File: src/hdl/prs_cfg.svh
// Constants for the reset sequencer and link status block.
`ifndef PRS_CFG_SVH
`define PRS_CFG_SVH
`define PRS_CLK_MHZ        100
`define PRS_CORE_DLY       32
`define PRS_TXLOCK_DLY     127
`define PRS_SIGDET_MS      3
`define PRS_SIGDET_CYC     (`PRS_SIGDET_MS * `PRS_CLK_MHZ * 1000)
`define PRS_RXDET_DONE     3'h3
`define PRS_OFS_SPEED      16'h0068
`define PRS_OFS_LANE       16'h006c
`define PRS_OFS_LTSSM      16'h0070
`define PRS_OFS_RESET      16'h0074
`define PRS_OFS_CTRL       16'h0078
`define PRS_LT_DQUIET      5'h00
`define PRS_LT_DACTIVE     5'h01
`define PRS_LT_PACTIVE     5'h03
`endif

File: src/hdl/prs_pkg.sv
// Types for the reset sequencer and link status block.
package prs_pkg;
	typedef enum logic [1:0] {PRS_CR_WAIT, PRS_CR_COUNT, PRS_CR_DONE} prs_core_st_t;
	typedef enum logic [1:0] {PRS_LT_QUIET, PRS_LT_ACTIVE, PRS_LT_POLL} prs_lt_st_t;
	typedef struct packed {
		logic [1:0] speed;
		logic [3:0] lanes;
	} prs_link_t;
endpackage : prs_pkg

File: src/hdl/prs_top.sv
// Reset sequencer with training-state tracking and AHB-Lite status registers.
//
// Our own choice: the AHB-Lite register port.
`timescale 1ns/1ps
`include "prs_cfg.svh"
module prs_top
	import prs_pkg::*;
#(
	parameter int unsigned SIGDET_CYC = `PRS_SIGDET_CYC
)
(
	input  wire logic        hclk,            // Fabric clock, 100 MHz.
	input  wire logic        hresetn,         // Power-on reset, active low.
	input  wire logic        perst_n,         // Fundamental reset, active low.
	input  wire logic        clk_inuse,       // Fabric clock in use.
	input  wire logic        rx_pll_locked,   // Receive PLL lock.
	input  wire logic        pll_locked,      // Transmit PLL lock.
	input  wire logic        phystatus,       // PHY status pulse.
	input  wire logic [2:0]  rxstatus,        // PHY receive status.
	input  wire logic        rx_sigdet,       // Receive signal detect.
	input  wire prs_link_t   link_in,         // Negotiated speed and lanes.
	output logic             core_rst,        // Internal core resets.
	output logic             reset_status,    // Reset status to application.
	output logic             tx_xcvr_rst_n,   // Transmit transceiver reset, low active.
	output logic             tx_digital_rst,  // Transmit digital reset.
	output logic             rx_digital_rst,  // Receive digital reset.
	output logic [4:0]       ltssm_state,     // Training state code.
	input  wire logic        hsel,            // AHB select.
	input  wire logic [15:0] haddr,           // AHB address.
	input  wire logic [1:0]  htrans,          // AHB transfer type.
	input  wire logic        hwrite,          // AHB write.
	input  wire logic [2:0]  hsize,           // AHB size.
	input  wire logic [31:0] hwdata,          // AHB write data.
	input  wire logic        hready,          // AHB ready in.
	output logic [31:0]      hrdata,          // AHB read data.
	output logic             hreadyout,       // AHB ready out.
	output logic             hresp            // AHB response.
);
	logic [1:0]  in_sync_ff, lock_sync_ff, rxl_sync_ff, sd_sync_ff;
	prs_core_st_t core_st_ff;
	prs_lt_st_t  lt_st_ff;
	logic [5:0]  core_cnt_ff;
	logic [7:0]  tx_cnt_ff;
	logic [31:0] sd_cnt_ff;
	logic        sd_prev_ff;
	logic        ctrl_hold_ff;
	prs_link_t   link_ff;
	logic        wr_ph_ff;
	logic [15:0] wr_addr_ff;

	// Synchronizers; only the second stage is used by logic.
	always_ff @(posedge hclk or negedge hresetn)
	begin
		if (!hresetn)
		begin
			in_sync_ff   <= 2'h0;
			lock_sync_ff <= 2'h0;
			rxl_sync_ff  <= 2'h0;
			sd_sync_ff   <= 2'h0;
		end
		else
		begin
			in_sync_ff   <= {in_sync_ff[0], clk_inuse & perst_n};
			lock_sync_ff <= {lock_sync_ff[0], pll_locked};
			rxl_sync_ff  <= {rxl_sync_ff[0], rx_pll_locked};
			sd_sync_ff   <= {sd_sync_ff[0], rx_sigdet};
		end
	end

	// Core reset sequence; a fundamental reset restarts it.
	always_ff @(posedge hclk or negedge hresetn)
	begin
		if (!hresetn)
		begin
			core_st_ff  <= PRS_CR_WAIT;
			core_cnt_ff <= 6'h00;
		end
		else if (!in_sync_ff[1] || ctrl_hold_ff)
		begin
			core_st_ff  <= PRS_CR_WAIT;
			core_cnt_ff <= 6'h00;
		end
		else
		begin
			case (core_st_ff)
				PRS_CR_WAIT:
				begin
					core_st_ff  <= PRS_CR_COUNT;
					core_cnt_ff <= 6'h01;
				end
				PRS_CR_COUNT:
				begin
					if (core_cnt_ff == 6'(`PRS_CORE_DLY))
						core_st_ff <= PRS_CR_DONE;
					else
						core_cnt_ff <= core_cnt_ff + 6'h01;
				end
				PRS_CR_DONE:
					core_st_ff <= PRS_CR_DONE;
				default:
					core_st_ff <= PRS_CR_WAIT;
			endcase
		end
	end

	assign core_rst     = (core_st_ff != PRS_CR_DONE);
	assign reset_status = core_rst;
	assign tx_xcvr_rst_n = hresetn;

	// Transmit digital reset needs a long run of stable lock.
	always_ff @(posedge hclk or negedge hresetn)
	begin
		if (!hresetn)
			tx_cnt_ff <= 8'h00;
		else if (!lock_sync_ff[1])
			tx_cnt_ff <= 8'h00;
		else if (tx_cnt_ff != 8'(`PRS_TXLOCK_DLY))
			tx_cnt_ff <= tx_cnt_ff + 8'h01;
	end
	assign tx_digital_rst = (tx_cnt_ff != 8'(`PRS_TXLOCK_DLY));

	// Training state tracking for the early states.
	always_ff @(posedge hclk or negedge hresetn)
	begin
		if (!hresetn)
			lt_st_ff <= PRS_LT_QUIET;
		else if (core_rst)
			lt_st_ff <= PRS_LT_QUIET;
		else
		begin
			case (lt_st_ff)
				PRS_LT_QUIET:
					if (rxl_sync_ff[1])
						lt_st_ff <= PRS_LT_ACTIVE;
				PRS_LT_ACTIVE:
					if (phystatus && rxstatus == `PRS_RXDET_DONE)
						lt_st_ff <= PRS_LT_POLL;
				PRS_LT_POLL:
					if (!rxl_sync_ff[1])
						lt_st_ff <= PRS_LT_QUIET;
				default:
					lt_st_ff <= PRS_LT_QUIET;
			endcase
		end
	end

	always_comb
	begin
		case (lt_st_ff)
			PRS_LT_ACTIVE: ltssm_state = `PRS_LT_DACTIVE;
			PRS_LT_POLL:   ltssm_state = `PRS_LT_PACTIVE;
			default:       ltssm_state = `PRS_LT_DQUIET;
		endcase
	end

	// Receive digital reset is held outside polling, and in polling until signal detect has been stable for SIGDET_CYC cycles.
	always_ff @(posedge hclk or negedge hresetn)
	begin
		if (!hresetn)
		begin
			sd_cnt_ff  <= 32'h0;
			sd_prev_ff <= 1'b0;
		end
		else
		begin
			sd_prev_ff <= sd_sync_ff[1];
			if (lt_st_ff != PRS_LT_POLL || !sd_sync_ff[1] || sd_prev_ff != sd_sync_ff[1])
				sd_cnt_ff <= 32'h0;
			else if (sd_cnt_ff != SIGDET_CYC)
				sd_cnt_ff <= sd_cnt_ff + 32'h1;
		end
	end
	assign rx_digital_rst = (sd_cnt_ff != SIGDET_CYC);

	// Link status is sampled once the core is out of reset; the crossing from the PHY lies upstream.
	always_ff @(posedge hclk or negedge hresetn)
	begin
		if (!hresetn)
			link_ff <= '0;
		else if (!core_rst)
			link_ff <= link_in;
	end

	// AHB-Lite slave: zero wait states, always OKAY.
	always_ff @(posedge hclk or negedge hresetn)
	begin
		if (!hresetn)
		begin
			wr_ph_ff   <= 1'b0;
			wr_addr_ff <= 16'h0;
		end
		else if (hready)
		begin
			wr_ph_ff   <= hsel && htrans[1] && hwrite;
			wr_addr_ff <= haddr;
		end
	end

	always_ff @(posedge hclk or negedge hresetn)
	begin
		if (!hresetn)
			ctrl_hold_ff <= 1'b0;
		else if (wr_ph_ff && wr_addr_ff == `PRS_OFS_CTRL)
			ctrl_hold_ff <= hwdata[0];
	end

	always_ff @(posedge hclk or negedge hresetn)
	begin
		if (!hresetn)
			hrdata <= 32'h0;
		else if (hready && hsel && htrans[1] && !hwrite)
		begin
			case (haddr)
				`PRS_OFS_SPEED: hrdata <= {30'h0, link_ff.speed};
				`PRS_OFS_LANE:  hrdata <= {28'h0, link_ff.lanes};
				`PRS_OFS_LTSSM: hrdata <= {27'h0, ltssm_state};
				`PRS_OFS_RESET: hrdata <= {27'h0, rx_digital_rst, tx_digital_rst, reset_status, core_rst, ~tx_xcvr_rst_n};
				`PRS_OFS_CTRL:  hrdata <= {31'h0, ctrl_hold_ff};
				default:        hrdata <= 32'h0;
			endcase
		end
	end

	assign hreadyout = 1'b1;
	assign hresp     = 1'b0;

	// Checker-only count of qualified cycles, kept apart from the sequencer so that
	// a miscount there cannot hide itself; it saturates one past the release point.
	logic [5:0]  chk_up_ff;

	always_ff @(posedge hclk or negedge hresetn)
	begin
		if (!hresetn)
			chk_up_ff <= 6'h00;
		else if (!in_sync_ff[1] || ctrl_hold_ff)
			chk_up_ff <= 6'h00;
		else if (chk_up_ff != 6'(`PRS_CORE_DLY + 1))
			chk_up_ff <= chk_up_ff + 6'h01;
	end

	// Core reset ordering.
	a_core_hold: assert property (
		@(posedge hclk) disable iff (!hresetn)
		!in_sync_ff[1] |=> core_rst)
		else $error("core reset released without clock in use");

	a_ctrl_hold: assert property (
		@(posedge hclk) disable iff (!hresetn)
		ctrl_hold_ff |=> core_rst)
		else $error("core reset released while software holds it");

	a_core_delay: assert property (
		@(posedge hclk) disable iff (!hresetn)
		$rose(in_sync_ff[1]) && !ctrl_hold_ff ##1 (in_sync_ff[1] && !ctrl_hold_ff) [*8] |-> core_rst)
		else $error("core reset released early");

	a_core_exact: assert property (
		@(posedge hclk) disable iff (!hresetn)
		core_rst == (chk_up_ff <= 6'(`PRS_CORE_DLY)))
		else $error("core reset release not at the counted cycle");

	a_status_follow: assert property (
		@(posedge hclk) disable iff (!hresetn)
		$fell(core_rst) |-> !reset_status)
		else $error("reset status not released");

	// Training state moves.
	a_det_active: assert property (
		@(posedge hclk) disable iff (!hresetn)
		(lt_st_ff == PRS_LT_QUIET && rxl_sync_ff[1] && !core_rst) |=> ltssm_state == `PRS_LT_DACTIVE)
		else $error("no move to detect active");

	a_quiet_stay: assert property (
		@(posedge hclk) disable iff (!hresetn)
		(ltssm_state == `PRS_LT_DQUIET && !rxl_sync_ff[1]) |=> ltssm_state == `PRS_LT_DQUIET)
		else $error("left detect quiet without receive lock");

	a_active_stay: assert property (
		@(posedge hclk) disable iff (!hresetn)
		(lt_st_ff == PRS_LT_ACTIVE && !core_rst && !(phystatus && rxstatus == `PRS_RXDET_DONE))
		|=> ltssm_state == `PRS_LT_DACTIVE)
		else $error("left detect active without detection");

	a_poll_entry: assert property (
		@(posedge hclk) disable iff (!hresetn)
		(ltssm_state == `PRS_LT_DACTIVE && phystatus && rxstatus == `PRS_RXDET_DONE && !core_rst)
		|=> ltssm_state == `PRS_LT_PACTIVE)
		else $error("no move to polling");

	a_ltssm_codes: assert property (
		@(posedge hclk) disable iff (!hresetn)
		ltssm_state inside {`PRS_LT_DQUIET, `PRS_LT_DACTIVE, `PRS_LT_PACTIVE})
		else $error("training state code outside the tracked set");

	a_ltssm_read: assert property (
		@(posedge hclk) disable iff (!hresetn)
		(hready && hsel && htrans[1] && !hwrite && haddr == `PRS_OFS_LTSSM)
		|=> hrdata == {27'h0, $past(ltssm_state)})
		else $error("training state register does not follow the state");

	// Transceiver resets.
	a_rx_hold: assert property (
		@(posedge hclk) disable iff (!hresetn)
		!sd_sync_ff[1] |=> rx_digital_rst)
		else $error("receive reset released without signal");

	a_rx_enter: assert property (
		@(posedge hclk) disable iff (!hresetn)
		($changed(ltssm_state) && ltssm_state == `PRS_LT_PACTIVE) |-> rx_digital_rst)
		else $error("receive reset not raised on entering polling");

	a_serdes_rst: assert property (
		@(posedge hclk) disable iff (!hresetn)
		tx_xcvr_rst_n)
		else $error("transmit transceiver reset held");

	a_tx_hold: assert property (
		@(posedge hclk) disable iff (!hresetn)
		!lock_sync_ff[1] |=> tx_digital_rst [*3])
		else $error("transmit reset released early");

	a_tx_release: assert property (
		@(posedge hclk) disable iff (!hresetn)
		lock_sync_ff[1] [*8] |-> ##[0:130] (!tx_digital_rst || !lock_sync_ff[1]))
		else $error("transmit reset stuck");

	// Status capture and bus.
	a_link_hold: assert property (
		@(posedge hclk) disable iff (!hresetn)
		core_rst |=> $stable(link_ff))
		else $error("link status captured while core in reset");

	a_bus_okay: assert property (
		@(posedge hclk) disable iff (!hresetn)
		hreadyout && !hresp)
		else $error("bus answer not ready and okay");

	// Main scenarios to be seen at least once.
	c_core_out: cover property (@(posedge hclk) disable iff (!hresetn) $fell(core_rst));
	c_polling: cover property (@(posedge hclk) disable iff (!hresetn) ltssm_state == `PRS_LT_PACTIVE);
	c_tx_out: cover property (@(posedge hclk) disable iff (!hresetn) $fell(tx_digital_rst));
	c_rx_out: cover property (@(posedge hclk) disable iff (!hresetn) $fell(rx_digital_rst));
	c_ctrl_hold: cover property (@(posedge hclk) disable iff (!hresetn) $rose(ctrl_hold_ff));
endmodule : prs_top

File: config.mk
export PLATFORM = sky130hd
export DESIGN_NAME = prs_top
export DESIGN_NICKNAME = d
export VERILOG_FILES = /design/src/hdl/prs_pkg.sv /design/src/hdl/prs_top.sv
export VERILOG_INCLUDE_DIRS = /design/src /design/src/hdl
export SDC_FILE = /design/constraint.sdc
export NUM_CORES = 1
export LEC_CHECK = 0
export BUFFER_PORTS_ARGS = -buffer_cell sky130_fd_sc_hd__buf_2
export CAP_MARGIN = 10
export CORE_MARGIN = 1.5
export CORE_UTILIZATION = 40
export DETAILED_ROUTE_END_ITERATION = 16
export PLACE_DENSITY_LB_ADDON = 0.1
export SLEW_MARGIN = 15
export SYNTH_ARGS = -nofsm -noshare
export SYNTH_HDL_FRONTEND = slang
export SYNTH_SLANG_ARGS = --single-unit
File: constraint.sdc
create_clock -name hclk -period 2 [get_ports hclk]
set_input_delay 0.2 -clock hclk [delete_from_list [all_inputs] [get_ports hclk]]
set_output_delay 0.2 -clock hclk [all_outputs]
set_load 0.02 [all_outputs]
==> impl_results.md <==
* Die width at between 100 and 150 um
* R2R Setup Slk at -210 ps
* Crit path from: sd_cnt_ff[20]$_DFFE_PN0P_
* Min-Delay Path Class: input pin to flip-flop
* Skew-Pair Late Insertion Delay at ~380 ps
* GRT Util Overall at 16.3%
* Core ar. at around 0.011 mm^2
* Psw at roughly 0.9 mW
* Crit path time final at roughly 2400 ps
* Filler Cell Count at 1037
* Critical path depth at 6
* Main combinational cell family by area after synthesis: simple AND/OR/NAND/NOR gates
* Post-synth cell types at 46
* Register area share after synthesis at 49.3%
* YS warnings at 0
* Total chip power at roughly 3.8 mW
* Int Pwr at about 2.9 mW
* Antenna Nets Post-Route at 0
* Final Max Tran Viols at 0
* Slew margin rel. at 62.8%
* WP data arrival at 2190 ps
* WL/cell at about 14 um
* Die H at ~110 um
* # DRC at 0
* CP endpoint kind: output port
* Number of synthesized flops with an enable pin at 0
* Post-Synth XOR/XNOR Area at 6.08%
* Final worst slack at -389 ps
* NumNets Final at 596
* Max stage delay cell, worst path: or4b_1
* Worst R2R Path Depth at 8
* Total number of vias at 3232
* Post-synthesis async set-or-reset flop share at 100%
* VDD IR max at approximately 0.00053 V
* Dpl ws at -65.8 ps
* Switch share at 23.6%
* Total gr overflow at 0
* Comb pwr share at 9.1%
* Clock sinks at around 90
* Fmax at 419 MHz
* Power share of the sequential group at between 50% and 60%
* Leakage power at between 2 and 2.5 nW
* Worst R2R End: sd_cnt_ff[1]$_DFFE_PN0P_
* Worst hold stages at 2
* Row cnt at 38
* Status: finished with violations
* Final Skew at 11.8 ps
* Clk buf depth at 2
* CTS tree: built
* Worst Path Class, Setup: flip-flop to output port
* Max-cap viol count at 0
* Initial antenna violation count at 0
* Antenna diode count at 0
* Mapped cell area at 0.00446 mm^2
* Unrepaired setup endpoints after global routing: yes
* Total CTS buffers at 9
* Failing checks: negative setup slack
* IO Count at 117
* Primary FF master, synth: dfrtp_1
* Synth Area in Simple Gates at roughly a fifth
* GPL Wtd Cong at 0.753
* Cell family with most CP delay: simple AND/OR/NAND/NOR gates
* Worst path cell trace: or4b_1, or4_4, nor4_4, buf_4, inv_1, buf_2
* Clock share of power at between 30% and 40%
* Drt initial violations at ~150
* Sum of buffers and inverters on the critical path at 3
* Vias/cell at 4.94
* Port-buffer cells at 49
* Power per cell area at 719 mW/mm^2
* Startpoint types: flip-flop
* Initial Utilization at 41.2%
* Critical Path RT at 1800 ps
* Clock root buffer: clkbuf_8
* Largest net degree at the start of global routing at between 60 and 70
* Layout area overhead at 18.0%
* Detailed Route WL at roughly 9 mm
* H-tree depth at 3
* Crit path largest cell delay at roughly 510 ps
* First-pass GRT wire length at 14.8 mm
* Syn_area_per_cell at 10.4 um^2
* Period Utilization, post-route at 119%
* Post-synthesis mux area share at 8.35%
* Layout cells sized above 1 at 26.1%
* Die area at 0.0118 mm^2
* Seq cells post-synth at 88
* Worst Max-Slew Pin Slew at 552 ps
* Adder-Cell Fraction of Synth Area at 3.64%
* Drt pass-1 iters at 4
* Synth Area in Compound Gates at 4.79%
* Number of global-route vias before repair at 3009
* Final Hold Fails at 0
* Critical R2R Launch: sd_cnt_ff[20]$_DFFE_PN0P_
* Clk slew on worst S/H paths at 80 ps
* Worst-path fanout max at 2
* Setup crit end: rx_digital_rst
* Syn Inst Count at ~430
* DP HPWL at 6.26 mm
* Final setup fails at 6
final cells by class:
type                    count  area, um^2  area share, %
clock inverters             5         104           1.97
well taps                 140         175           3.33
flip-flops and latches     88        2200           41.8
clock buffers              10         138           2.61
inverters                  17        63.8           1.21
repair buffers             85         548           10.4
multi-input cells         309        2040           38.7
routing by layer:
layer | GRT usage, % | vias up | wire length, um
met3 | 5.62 | 5 | 365
li1 | - | 1577 | -
met5 | 0 | - | 0
met4 | 3.67 | 0 | 65
met2 | 24.2 | 63 | 4130
met1 | 22.9 | 1587 | 4340
power groups by stage:
stage                     logic [mW]  registers (mW)  clock network, mW
after floorplan                0.277            1.95                  0
after global placement         0.336            1.97                  0
after detailed placement       0.343            1.97                  0
after CTS                      0.351            1.94               1.56
after global routing           0.385            1.95               1.62
final                          0.346            1.93               1.51
cell families (layout without fill, tap and decap cells):
| family | Yosys count | count (layout) |
|---|---|---|
| buffers and inverters | 61 | 117 |
| AND/OR/NAND/NOR | 164 | 164 |
| other | 2 | 32 |
| multiplexers | 34 | 34 |
| flip-flops | 88 | 88 |
| XOR/XNOR | 31 | 31 |
| AO/OA/AOI/OAI | 35 | 35 |
| adder cells (fa/ha/maj) | 13 | 13 |
cells in the mapped netlist (all sizes together), types with 2 or more instances:
| library cell | count | area share, % |
|---|---|---|
| a21oi | 11 | 1.2 |
| a22o | 2 | 0.39 |
| a22oi | 2 | 0.34 |
| a31oi | 4 | 0.56 |
| and2 | 4 | 0.56 |
| and3 | 9 | 1.3 |
| buf | 35 | 5.8 |
| clkbuf | 9 | 0.76 |
| conb | 2 | 0.17 |
| dfrtp | 88 | 49 |
| ha | 13 | 3.6 |
| inv | 17 | 1.4 |
| mux2 | 26 | 6.6 |
| mux2i | 8 | 1.8 |
| nand2 | 23 | 1.9 |
| nand2b | 3 | 0.42 |
| nand3 | 20 | 2.2 |
| nand4 | 18 | 2.5 |
| nand4b | 3 | 0.59 |
| nor2 | 46 | 3.9 |
| nor2b | 8 | 1.1 |
| nor3 | 7 | 0.90 |
| nor4 | 9 | 1.6 |
| o21ai | 9 | 1.0 |
| o31ai | 3 | 0.50 |
| or3 | 5 | 0.73 |
| or4b | 2 | 0.45 |
| xnor2 | 8 | 1.6 |
| xor2 | 23 | 4.5 |
metrics by stage:
| stage | util (%) | setup TNS [ps] | hold WS [ps] | cell area [um^2] | std cells |
|---|---|---|---|---|---|
| 2_1_floorplan | - | 0 | -95.6 | 4580 | 458 |
| 3_3_place_gp | 45.5 | -98.1 | 150 | 4930 | 631 |
| 3_5_place_dp | 45.5 | -115 | 145 | 4930 | 631 |
| 4_1_cts | 48.2 | -799 | 31.5 | 5230 | 652 |
| 5_1_grt | 48.6 | -1590 | 31.4 | 5270 | 654 |
| 6_report | 48.6 | -1140 | 47.8 | 5270 | 654 |
repair_timing:
action	4_1_cts	5_1_grt
gates resized for setup	1	6
buffers inserted	2	2
hold endpoints to repair	27	0
hold buffers	4	0
pin swaps	0	2
endpoints found under the setup margin	6	8
sequential cells by signal, indices dropped and copies added (netlist names):
signal        count
hrdata            5
core_cnt_ff       6
in_sync_ff        2
tx_cnt_ff         8
wr_ph_ff          1
lt_st_ff          2
lock_sync_ff      2
rxl_sync_ff       2
sd_prev_ff        1
sd_sync_ff        2
sd_cnt_ff        32
core_st_ff        2
ctrl_hold_ff      1
wr_addr_ff       16
link_ff           6
how the worst min path moves through the flow:
stage / from / end
after floorplan: hresetn / core_cnt_ff[0]$_DFFE_PN0P_
after global placement: hresetn / core_cnt_ff[2]$_DFFE_PN0P_
after detailed placement: hresetn / core_cnt_ff[2]$_DFFE_PN0P_
after CTS: perst_n / in_sync_ff[0]$_DFF_PN0_
after global routing: perst_n / in_sync_ff[0]$_DFF_PN0_
final: perst_n / in_sync_ff[0]$_DFF_PN0_
worst reg2reg max path, delay by kind of cell, from the launching register on:
family                 cells  cell delay, ps
multiplexers               1             180
flip-flops                 1             390
AND/OR/NAND/NOR            4            1150
buffers and inverters      3             370
placed cells by master, fill, tap and decap left out, types with 2 or more instances in the layout:
cell type / netlist / final
xnor2_1: 8 / 7
buf_6: 0 / 2
conb_1: 2 / 32
nor2_1: 46 / 46
nand2_1: 23 / 23
dlygate4sd3_1: 0 / 4
a21oi_1: 11 / 11
a22oi_1: 2 / 2
dfrtp_1: 88 / 88
nand4_1: 18 / 18
nor3_1: 6 / 6
mux2_2: 26 / 26
nand4b_1: 3 / 3
xor2_1: 23 / 23
mux2i_1: 8 / 8
and2_1: 4 / 4
o21ai_0: 9 / 8
a22o_1: 2 / 2
a31oi_1: 4 / 4
nor2b_1: 8 / 8
o31ai_1: 3 / 2
nand3_1: 20 / 20
buf_2: 0 / 48
bufinv_16: 0 / 3
or3_1: 4 / 3
nand2b_1: 3 / 3
nor4_1: 8 / 8
inv_1: 17 / 17
ha_1: 13 / 12
and3_1: 8 / 8
buf_4: 34 / 30
clkbuf_8: 0 / 10
Power figures use the tool's default switching activity.
